[config.mk]
export PLATFORM = sky130hd
export DESIGN_NAME = strap_config_and_bringup
export DESIGN_NICKNAME = d
export VERILOG_FILES = /design/src/rtl/strap_latch.v /design/src/rtl/role_resolver.v /design/src/rtl/strap_config_and_bringup.v
export VERILOG_INCLUDE_DIRS = /design/src /design/src/rtl
export SDC_FILE = /design/constraint.sdc
export NUM_CORES = 1
export LEC_CHECK = 0
export ABC_AREA = 1
export BUFFER_PORTS_ARGS = -buffer_cell sky130_fd_sc_hd__buf_2
export CORE_MARGIN = 3
export CORE_UTILIZATION = 49
export DETAILED_ROUTE_END_ITERATION = 10
export PLACE_DENSITY = 0.86
export SYNTH_ARGS = -nofsm -noshare
export SYNTH_HDL_FRONTEND = slang
export SYNTH_SLANG_ARGS = --single-unit
export TNS_END_PERCENT = 100
[constraint.sdc]
create_clock -name CLOCK_IN -period 1.87 [get_ports CLOCK_IN]
set_clock_uncertainty 0.15 [all_clocks]
set_input_delay 0.187 -clock CLOCK_IN [delete_from_list [all_inputs] [get_ports CLOCK_IN]]
set_output_delay 0.187 -clock CLOCK_IN [all_outputs]
set_load 0.1 [all_outputs]
[src/rtl/strap_cfg_map.vh]
/*
 * constants for the strap capture and bring-up block: strap encodings,
 * reset values, protocol codes and the start-up delay.
 * assumes inclusion by bare name from the rtl files.
 */
`ifndef STRAP_CFG_MAP_VH
`define STRAP_CFG_MAP_VH

// protocol select codes {hi, lo}
`define PROTO_MACPHY_PROT 2'h0
`define PROTO_MACPHY_PLAIN 2'h1
`define PROTO_GENERIC_CRC 2'h2
`define PROTO_GENERIC_PLAIN 2'h3

// resolved role codes
`define ROLE_SLAVE 2'h0
`define ROLE_MASTER 2'h1
`define ROLE_FAULT 2'h2

// identity value, arbitrary and neutral
`define CHIP_IDENTITY_VALUE 32'h0A5C0DE1

// start-up time before the ready flag rises, in ns, and its cycle count at 5 ns
`define STARTUP_TIME_NS 200
`define CLK_PERIOD_NS 5
`define STARTUP_CYCLES ((`STARTUP_TIME_NS + `CLK_PERIOD_NS - 1) / `CLK_PERIOD_NS)
`define STARTUP_CNT_W 8

// reset values of control state
`define AN_ENABLE_RST 1'b1
`define CFG_DONE_RST 1'b0
`define RESET_COMPLETE_RST 1'b1

`endif

[src/rtl/strap_latch.v]
/*
 * strap_latch: catches the configuration straps once after each reset
 * release and holds them until the next reset.
 * assumes straps are synchronous to the clock and stable at the release.
 */
`timescale 1ns/100ps
`include "strap_cfg_map.vh"

module strap_latch (
    input wire clk_in,
    input wire rst_in,
    input wire [4:0] straps_in,
    output reg [4:0] straps_out,
    output reg valid_out
);

    // --------------------------------------------------------------
    // capture once after release
    // --------------------------------------------------------------
    // the asynchronous reset loads constants only; the pins are taken
    // on the first edge after release, then frozen so shared pins can
    // go back to their main use
    always @(posedge clk_in or posedge rst_in) begin
        if (rst_in) begin
            straps_out <= 5'h00;
            valid_out <= 1'b0;
        end else if (!valid_out) begin
            straps_out <= straps_in;
            valid_out <= 1'b1;
        end
    end

endmodule

[src/rtl/role_resolver.v]
/*
 * role_resolver: registered master/slave outcome from local and partner
 * advertisements, or straight from the preference when negotiation is off.
 * assumes partner bits are valid while done_in is high.
 */
`timescale 1ns/100ps
`include "strap_cfg_map.vh"

module role_resolver (
    input wire clk_in,
    input wire rst_in,
    input wire an_enable_in,
    input wire done_in,
    input wire loc_force_in,
    input wire loc_master_in,
    input wire lp_force_in,
    input wire lp_master_in,
    input wire coin_in,
    output reg [1:0] role_out
);

    // --------------------------------------------------------------
    // resolution function
    // --------------------------------------------------------------
    function [1:0] resolve;
        input lf;
        input lm;
        input rf;
        input rm;
        input coin;
        begin
            if (lf && rf)
                resolve = (lm == rm) ? `ROLE_FAULT : (lm ? `ROLE_MASTER : `ROLE_SLAVE);
            else if (lf)
                resolve = lm ? `ROLE_MASTER : `ROLE_SLAVE;
            else if (rf)
                resolve = rm ? `ROLE_SLAVE : `ROLE_MASTER;
            else if (lm != rm)
                resolve = lm ? `ROLE_MASTER : `ROLE_SLAVE;
            else
                resolve = coin ? `ROLE_MASTER : `ROLE_SLAVE;
        end
    endfunction

    // --------------------------------------------------------------
    // registered role
    // --------------------------------------------------------------
    // without negotiation the role is the preference itself
    always @(posedge clk_in or posedge rst_in) begin
        if (rst_in) begin
            role_out <= `ROLE_SLAVE;
        end else if (!an_enable_in) begin
            role_out <= loc_master_in ? `ROLE_MASTER : `ROLE_SLAVE;
        end else if (done_in) begin
            role_out <= resolve(loc_force_in, loc_master_in, lp_force_in, lp_master_in, coin_in);
        end
    end

endmodule

[src/rtl/strap_config_and_bringup.v]
/*
 * strap_config_and_bringup: strap capture, power-down control, reset
 * complete and interrupt summary flags, identity and bring-up status.
 * assumes a host drives the control strobes one clock wide, synchronous
 * to CLOCK_IN; RST_IN covers power-on, hardware and software reset.
 * straps must be settled before RST_IN falls and for one edge after it;
 * after that first edge the pins are free for their main functions.
 * negotiation itself lives outside; this block only starts it and
 * turns the partner's advertisement into a role once it is done.
 * the tie-break is a toggle, not random; it only splits equal choices.
 * writes that arrive before the defaults are loaded are lost, except the reset-complete clear and config-done strobes.
 */
`timescale 1ns/100ps
`include "strap_cfg_map.vh"

module strap_config_and_bringup (
    // clock and reset
    input wire CLOCK_IN,
    input wire RST_IN,
    // straps, read once after each reset
    input wire STRAP_ROLE_PREFERENCE_IN,
    input wire STRAP_TX_LEVEL_LIMIT_IN,
    input wire STRAP_PROTOCOL_SELECT_HI_IN,
    input wire STRAP_PROTOCOL_SELECT_LO_IN,
    input wire STRAP_POWERDOWN_AFTER_RESET_IN,
    // supply and capability levels
    input wire HIGH_ANALOG_SUPPLY_IN,
    input wire HIGH_LEVEL_CAPABLE_IN,
    // host field writes, one clock wide
    input wire ADV_HIGH_WR_IN,
    input wire ADV_HIGH_DATA_IN,
    input wire ROLE_WR_IN,
    input wire ROLE_FORCE_DATA_IN,
    input wire ROLE_MASTER_DATA_IN,
    input wire AN_ENABLE_WR_IN,
    input wire AN_ENABLE_DATA_IN,
    input wire POWERDOWN_WR_IN,
    input wire POWERDOWN_DATA_IN,
    input wire RESET_COMPLETE_CLR_IN,
    input wire CFG_DONE_WR_IN,
    input wire CFG_DONE_DATA_IN,
    // interrupt causes and masks, 1 = masked
    input wire SUBSYSTEM_IRQ_STATUS_IN,
    input wire SYSMGR_IRQ_STATUS_IN,
    input wire SUBSYSTEM_IRQ_MASK_IN,
    input wire SYSMGR_IRQ_MASK_IN,
    // negotiation outcome from the link side
    input wire AN_DONE_IN,
    input wire LP_FORCE_IN,
    input wire LP_MASTER_IN,
    // identity and configuration fields
    output reg [31:0] CHIP_IDENTITY_OUT,
    output reg [1:0] PROTOCOL_SELECT_OUT,
    output reg ROLE_PREF_MASTER_OUT,
    output reg ROLE_FORCE_OUT,
    output reg ADV_HIGH_LEVEL_SUPPORT_OUT,
    output reg HIGH_LEVEL_OFFERED_OUT,
    output reg AN_ENABLE_OUT,
    // sequence and status flags
    output reg AN_START_OUT,
    output reg POWERDOWN_REQUEST_OUT,
    output reg POWERDOWN_STATE_OUT,
    output reg SYSTEM_READY_OUT,
    output reg RESET_COMPLETE_OUT,
    output reg PHY_IRQ_SUMMARY_OUT,
    output reg CFG_DONE_OUT,
    output reg NOT_RESET_SEEN_OUT,
    output reg IRQ_OUT,
    // resolved role: slave, master or fault
    output reg [1:0] ROLE_OUT
);

    // --------------------------------------------------------------
    // states of the bring-up sequence (one-hot)
    // --------------------------------------------------------------
    // one-hot codes: each state is a single flop, decode is one bit
    localparam [3:0] ST_CAPTURE = 4'h1;
    localparam [3:0] ST_STARTUP = 4'h2;
    localparam [3:0] ST_POWERDOWN = 4'h4;
    localparam [3:0] ST_ACTIVE = 4'h8;

    // the count is compared against its last value, so the start-up
    // phase lasts exactly the start-up cycle count
    localparam integer startup_last_i = `STARTUP_CYCLES - 1;
    localparam [`STARTUP_CNT_W-1:0] startup_last = startup_last_i[`STARTUP_CNT_W-1:0];

    // sequence state and start-up count
    reg [3:0] state_q;
    reg [3:0] state_d;
    reg [`STARTUP_CNT_W-1:0] cnt_q;
    // free-running tie-break toggle
    reg coin_q;
    // set once strap defaults sit in the fields; writes count from then on
    reg defaults_loaded_q;

    // strap bits in order {pd, hi, lo, level, role}
    wire [4:0] straps_raw;
    wire [4:0] straps;
    wire straps_valid;
    wire [1:0] role_res;
    wire level_locked;
    wire pd_release;

    assign straps_raw = {STRAP_POWERDOWN_AFTER_RESET_IN, STRAP_PROTOCOL_SELECT_HI_IN,
                         STRAP_PROTOCOL_SELECT_LO_IN, STRAP_TX_LEVEL_LIMIT_IN,
                         STRAP_ROLE_PREFERENCE_IN};

    // --------------------------------------------------------------
    // strap capture
    // --------------------------------------------------------------
    strap_latch u_latch (
        .clk_in(CLOCK_IN),
        .rst_in(RST_IN),
        .straps_in(straps_raw),
        .straps_out(straps),
        .valid_out(straps_valid)
    );

    // level strap high locks out high-level advertisement
    assign level_locked = straps[1];

    // falling request releases power-down
    // only a 1 -> 0 change counts; a repeated 0 write does nothing
    assign pd_release = POWERDOWN_WR_IN && !POWERDOWN_DATA_IN && POWERDOWN_REQUEST_OUT;

    // --------------------------------------------------------------
    // master/slave resolution
    // --------------------------------------------------------------
    // the fault code passes through unchanged; a failed negotiation
    // leaves the role at fault until the next completion or until negotiation is switched off
    role_resolver u_resolver (
        .clk_in(CLOCK_IN),
        .rst_in(RST_IN),
        .an_enable_in(AN_ENABLE_OUT),
        .done_in(AN_DONE_IN),
        .loc_force_in(ROLE_FORCE_OUT),
        .loc_master_in(ROLE_PREF_MASTER_OUT),
        .lp_force_in(LP_FORCE_IN),
        .lp_master_in(LP_MASTER_IN),
        .coin_in(coin_q),
        .role_out(role_res)
    );

    // --------------------------------------------------------------
    // sequence next state
    // --------------------------------------------------------------
    always @* begin
        state_d = state_q;
        case (state_q)
            ST_CAPTURE: begin
                // wait for the one-edge strap capture
                if (straps_valid)
                    state_d = ST_STARTUP;
            end
            ST_STARTUP: begin
                // count out start-up, then branch on the power-down strap
                if (cnt_q == startup_last)
                    state_d = straps[4] ? ST_ACTIVE : ST_POWERDOWN;
            end
            ST_POWERDOWN: begin
                // held here until the host drops the request
                if (pd_release)
                    state_d = ST_ACTIVE;
            end
            ST_ACTIVE: begin
                // a request written high sends the block back to power-down
                if (POWERDOWN_WR_IN && POWERDOWN_DATA_IN)
                    state_d = ST_POWERDOWN;
            end
            // an illegal code falls back to the capture state; the held straps pass it straight on
            default: state_d = ST_CAPTURE;
        endcase
    end

    // --------------------------------------------------------------
    // sequence state, start-up counter and tie-break bit
    // --------------------------------------------------------------
    // the tie-break toggles freely; a cheap stand-in for a random source
    always @(posedge CLOCK_IN or posedge RST_IN) begin
        if (RST_IN) begin
            state_q <= ST_CAPTURE;
            cnt_q <= {`STARTUP_CNT_W{1'b0}};
            coin_q <= 1'b0;
        end else begin
            state_q <= state_d;
            coin_q <= ~coin_q;
            // the counter stops once the state moves on, so it never wraps
            if (state_q == ST_STARTUP)
                cnt_q <= cnt_q + 1'b1;
        end
    end

    // --------------------------------------------------------------
    // configuration fields with strap defaults
    // --------------------------------------------------------------
    // defaults load one cycle after capture; software writes win later
    always @(posedge CLOCK_IN or posedge RST_IN) begin
        if (RST_IN) begin
            defaults_loaded_q <= 1'b0;
            ROLE_PREF_MASTER_OUT <= 1'b0;
            // no strap for the force bit: it always starts as a preference
            ROLE_FORCE_OUT <= 1'b0;
            ADV_HIGH_LEVEL_SUPPORT_OUT <= 1'b0;
            PROTOCOL_SELECT_OUT <= `PROTO_MACPHY_PROT;
            AN_ENABLE_OUT <= `AN_ENABLE_RST;
            POWERDOWN_REQUEST_OUT <= 1'b0;
        end else if (straps_valid && !defaults_loaded_q) begin
            defaults_loaded_q <= 1'b1;
            ROLE_PREF_MASTER_OUT <= straps[0];
            ADV_HIGH_LEVEL_SUPPORT_OUT <= !straps[1] && HIGH_LEVEL_CAPABLE_IN;
            // the protocol code is fixed from here until the next reset
            PROTOCOL_SELECT_OUT <= straps[3:2];
            POWERDOWN_REQUEST_OUT <= !straps[4];
        end else if (defaults_loaded_q) begin
            if (ROLE_WR_IN) begin
                ROLE_FORCE_OUT <= ROLE_FORCE_DATA_IN;
                ROLE_PREF_MASTER_OUT <= ROLE_MASTER_DATA_IN;
            end
            // writes ignored while strapped low-level only; without capability a write clears the bit
            if (ADV_HIGH_WR_IN && !level_locked)
                ADV_HIGH_LEVEL_SUPPORT_OUT <= ADV_HIGH_DATA_IN && HIGH_LEVEL_CAPABLE_IN;
            // negotiation off hands the role straight to the preference
            if (AN_ENABLE_WR_IN)
                AN_ENABLE_OUT <= AN_ENABLE_DATA_IN;
            // the sequence decides what a power-down write means in each state
            if (POWERDOWN_WR_IN)
                POWERDOWN_REQUEST_OUT <= POWERDOWN_DATA_IN;
        end
    end

    // --------------------------------------------------------------
    // status flags and outputs
    // --------------------------------------------------------------
    always @(posedge CLOCK_IN or posedge RST_IN) begin
        if (RST_IN) begin
            CHIP_IDENTITY_OUT <= 32'h00000000;
            HIGH_LEVEL_OFFERED_OUT <= 1'b0;
            AN_START_OUT <= 1'b0;
            POWERDOWN_STATE_OUT <= 1'b1;
            SYSTEM_READY_OUT <= 1'b0;
            RESET_COMPLETE_OUT <= `RESET_COMPLETE_RST;
            PHY_IRQ_SUMMARY_OUT <= 1'b0;
            CFG_DONE_OUT <= `CFG_DONE_RST;
            NOT_RESET_SEEN_OUT <= 1'b0;
            IRQ_OUT <= 1'b0;
            ROLE_OUT <= `ROLE_SLAVE;
        end else begin
            // identity readable once the sequence is under way
            CHIP_IDENTITY_OUT <= (state_q != ST_CAPTURE) ? `CHIP_IDENTITY_VALUE : 32'h00000000;

            // offered only with capability, supply and advertisement together
            HIGH_LEVEL_OFFERED_OUT <= HIGH_LEVEL_CAPABLE_IN && HIGH_ANALOG_SUPPLY_IN &&
                                      ADV_HIGH_LEVEL_SUPPORT_OUT;
            // one pulse on every entry into active operation while negotiation is enabled
            AN_START_OUT <= (state_d == ST_ACTIVE) && (state_q != ST_ACTIVE) && AN_ENABLE_OUT;
            // follows the next state, so it drops with the start pulse
            POWERDOWN_STATE_OUT <= (state_d != ST_ACTIVE);
            // ready once start-up has run out, in either end state
            SYSTEM_READY_OUT <= (state_q == ST_POWERDOWN) || (state_q == ST_ACTIVE);

            // one-shot flag: only a new reset sets it again
            if (RESET_COMPLETE_CLR_IN)
                RESET_COMPLETE_OUT <= 1'b0;
            // no hardware re-set source exists after reset, so no set/clear race
            PHY_IRQ_SUMMARY_OUT <= (SUBSYSTEM_IRQ_STATUS_IN && !SUBSYSTEM_IRQ_MASK_IN) ||
                                   (SYSMGR_IRQ_STATUS_IN && !SYSMGR_IRQ_MASK_IN);
            // pin goes high (inactive) once the reset-complete source is cleared
            IRQ_OUT <= !(RESET_COMPLETE_OUT && !RESET_COMPLETE_CLR_IN);

            // host-written completion mark, kept across host restarts
            if (CFG_DONE_WR_IN)
                CFG_DONE_OUT <= CFG_DONE_DATA_IN;
            // configured but not reset: the host restarted on its own
            NOT_RESET_SEEN_OUT <= !RESET_COMPLETE_OUT && CFG_DONE_OUT;
            // registered again so the port comes straight from a flop
            ROLE_OUT <= role_res;
        end
    end

endmodule

==> summary.md <==
| Metric | Value |
|---|---|
| Final ANT Viol Nets | 0 |
| YS warnings | 0 |
| Die Wd | 70.7 um |
| Clock Sinks | 41 |
| CTS tree | yes |
| Post-synthesis mux area share | 0.0110 |
| Nets | 336 |
| Critical path class | in -> reg |
| First-pass DRT Iterations | 4 |
| Synth area leaders | dfrtp_1, buf_4, nand2_1 |
| Status | completed |
| Post-CTS Setup Bufs | 0 |
| # port buffers | 58 |
| Vias per cell | 4.74 |
| DRT iter0 DRCs | 89 |
| Synth unique cells | 28 |
| Top cell type by total area after synthesis | dfrtp_1 |
| Filler Cells Inserted | 304 |
| Post-Synth Adder-Cell Area | 0.0122 |
| Pleak | 1.41 nW |
| CTS Root Cell | clkbuf_8 |
| Total die area | 0.00500 mm2 |
| Most frequent cell on the critical path | dlygate4sd3_1 |
| Area grow syn2layout | 22.8% |
| Synthesized instance count | 237 |
| Number of global-route vias before repair | 1653 |
| Pin count of the biggest net entering global routing | 42 |
| Simple-Gate Fraction of Synth Area | 0.208 |
| Synth top area share | 0.451 |
| Antenna violations before repair | 0 |
| Synth Area in XOR/XNOR | 0.00854 |
| Final min period | 1.64 ns |
| Routability cong. | 0.811 |
| VDD IR max | 0.741 mV |
| Via count | 1683 |
| Core area | 0.00385 mm2 |
| # setup viols final | 0 |
| CTS max path bufs | 2 |
| Maximum clock rate | 611 MHz |
| Largest family of logic cells by synthesized area | simple AND/OR/NAND/NOR gates |
| Post-synth EDFFs | 0 |
| Proportion of layout cells with a drive suffix above 1 | 0.264 |
| Required time of the critical path | 1.96 ns |
| Total Routing Usage GR | 0.174 |
| HPWL after detailed placement | 2740 um |
| Die Ht | 70.7 um |
| Clk slew on worst S/H paths | 0.08 ns |
| Cell family with most CP delay | buffers and inverters |
| Power per Cell Area | 1530 mW/mm2 |
| WL/cell | 11.5 um |
| Clk_lat worst skew | 0.29 ns |
| Seq/Total Area, Yosys | 0.502 |
| Ports | 78 |
| Period utilization | 0.875 |
| First-pass GRT wire length | 6890 um |
| Rows | 22 |
| H-tree Lvls | 2 |
| CP bufs+invs | 3 |
| Arr. time, crit path | 1.72 ns |
| Critical path capture point type | register |
| Min-delay worst type | in -> reg |
| Final Hold Violating Endpoints | 0 |
| Flops & latches, synth | 41 |
| Core Util, Final | 0.654 |
| Maxcap violations | 0 |
| Avg Cell Area, Syn | 8.66 um2 |
| TNS Setup | 0 ns |
| Worst setup SP type | input port |
| Max incr delay on CP | 0.57 ns |
| Most used DFF post-synth | dfrtp_1 |
| Initial core utilization | 0.532 |
| Crit Path Max Fanout | 2 |
| CTS Buf Count | 5 |
| Overflow after GRT | 0 |
| Total Routed Length | 4080 um |
| Compound-Gate Fraction of Synth Area | 0.0750 |
| FF-to-FF setup slack | 0.28 ns |
| CP max stage cell | dlygate4sd3_1 |
| CP Cell Sequence | dlygate4sd3_1 -> buf_2 -> nand2_1 -> nor2_1 -> a21oi_1 -> dlygate4sd3_1 |
| Fraction of registers with async set/reset | 1.00 |
| ANT cells | 0 |
| Fin. max-slew vios | 0 |
| DRC Markers | 0 |
| Synth Cell Area | 0.00205 mm2 |
| Unrepaired setup endpoints after global routing | no |
==> cells in the mapped netlist, types with 2 or more instances <==
library cell / instances
o211ai_1: 3
buf_4: 31
nand3b_1: 2
nor2_1: 17
dfrtp_1: 37
a21oi_1: 6
nand2_4: 2
mux2_2: 2
ha_1: 2
o21ai_1: 2
nand2_2: 2
dfstp_2: 4
xor2_1: 2
nand2_1: 53
o21ai_0: 13
nand3_1: 12
conb_1: 2
inv_1: 33
o22ai_1: 3
==> flip-flops by register name, summed over array words and instances, names as in the netlist, 2 cells and up <==
signal	flops
PROTOCOL_SELECT_OUT	2
ROLE_OUT	2
cnt_q	8
state_q	4
u_latch.straps_out	5
u_resolver.role_out	2
==> power by group <==
group,switching [mW],internal [mW],total (mW)
logic,1.75,0.281,2.03
registers,0.111,1.02,1.13
clock network,0.287,0.396,0.683
total,2.15,1.69,3.84
==> worst paths after layout <==
check,from,endpoint,cells past startpoint
worst min register to register,u_resolver.role_out[0]$_DFFE_PP0P_,ROLE_OUT[0]$_DFF_PP0_,0
worst max register to register,AN_ENABLE_OUT$_DFFE_PP1P_,AN_ENABLE_OUT$_DFFE_PP1P_,3
max in group asynchronous,RST_IN,ROLE_PREF_MASTER_OUT$_DFFE_PP0P_,4
min in group asynchronous,RST_IN,cnt_q[4]$_DFFE_PP0P_,4
worst min-delay path,HIGH_LEVEL_CAPABLE_IN,ADV_HIGH_LEVEL_SUPPORT_OUT$_DFFE_PP0P_,3
worst max-delay path,AN_ENABLE_WR_IN,AN_ENABLE_OUT$_DFFE_PP1P_,6
==> layout make-up <==
class / instances / area, um2 / share of cell area
inverter: 35 / 131 / 0.0521
multi-input combinational: 147 / 721 / 0.286
clock inverter: 2 / 35.0 / 0.0139
clock buffer: 6 / 72.6 / 0.0288
timing repair buffer: 76 / 468 / 0.186
sequential: 41 / 1030 / 0.410
tap: 48 / 60.1 / 0.0238
==> cells in the final DEF (no fill, tap or decap), types with 2 or more instances in the layout <==
| cell type | n |
|---|---|
| conb_1 | 20 |
| nand3b_1 | 2 |
| nand2_1 | 53 |
| dlygate4sd3_1 | 17 |
| nand2_2 | 2 |
| mux2_2 | 2 |
| inv_1 | 33 |
| nor2_1 | 17 |
| o211ai_1 | 3 |
| xor2_1 | 2 |
| nand2_4 | 2 |
| nand3_1 | 12 |
| a21oi_1 | 6 |
| clkbuf_8 | 5 |
| o21ai_0 | 13 |
| o21ai_1 | 2 |
| buf_2 | 58 |
| o22ai_1 | 3 |
| dfstp_2 | 4 |
| dfrtp_1 | 36 |
| ha_1 | 2 |
==> routing by layer <==
metal  global-route usage  wire length, um  vias up
met1                0.186             1590      779
met2                0.312             2090       72
met3               0.0540              324        7
met4               0.0814               73        0
met5                    0                0        -
li1                     -                -      825
==> what timing repair did <==
item                      CTS  global route
hold endpoints to repair   50             0
gates resized for setup     0             0
hold buffers               17             0
==> worst reg2reg max path, cell delays in order, from the launching register on <==
cell           delay (ns)
dfstp_2              0.57
inv_1                0.09
a21oi_1              0.16
dlygate4sd3_1        0.57
==> cells by family (layout without fill, tap and decap cells) <==
family | Yosys count | in the layout
compound gates | 28 | 28
flops | 41 | 41
fa+ha+maj | 2 | 2
mux | 2 | 2
xor+xnor | 2 | 2
simple gates | 93 | 93
other cells | 2 | 20
buf+inv | 67 | 119
==> per-stage QoR <==
| stage | hold slack, ns | std cells | cell area, um2 | setup slack, ns | total power, mW |
|---|---|---|---|---|---|
| 6_report | 0.0259 | 355 | 2520 | 0.234 | 3.84 |
| 5_1_grt | 0.0177 | 355 | 2520 | 0.183 | 4.00 |
| 4_1_cts | 0.0119 | 355 | 2520 | 0.224 | 3.87 |
| 3_5_place_dp | 0.166 | 330 | 2240 | 0.416 | 3.14 |
| 3_3_place_gp | 0.168 | 330 | 2240 | 0.497 | 3.12 |
| 2_1_floorplan | 0.0800 | 255 | 2120 | 0.0264 | 3.09 |
Power figures use the tool's default switching activity.
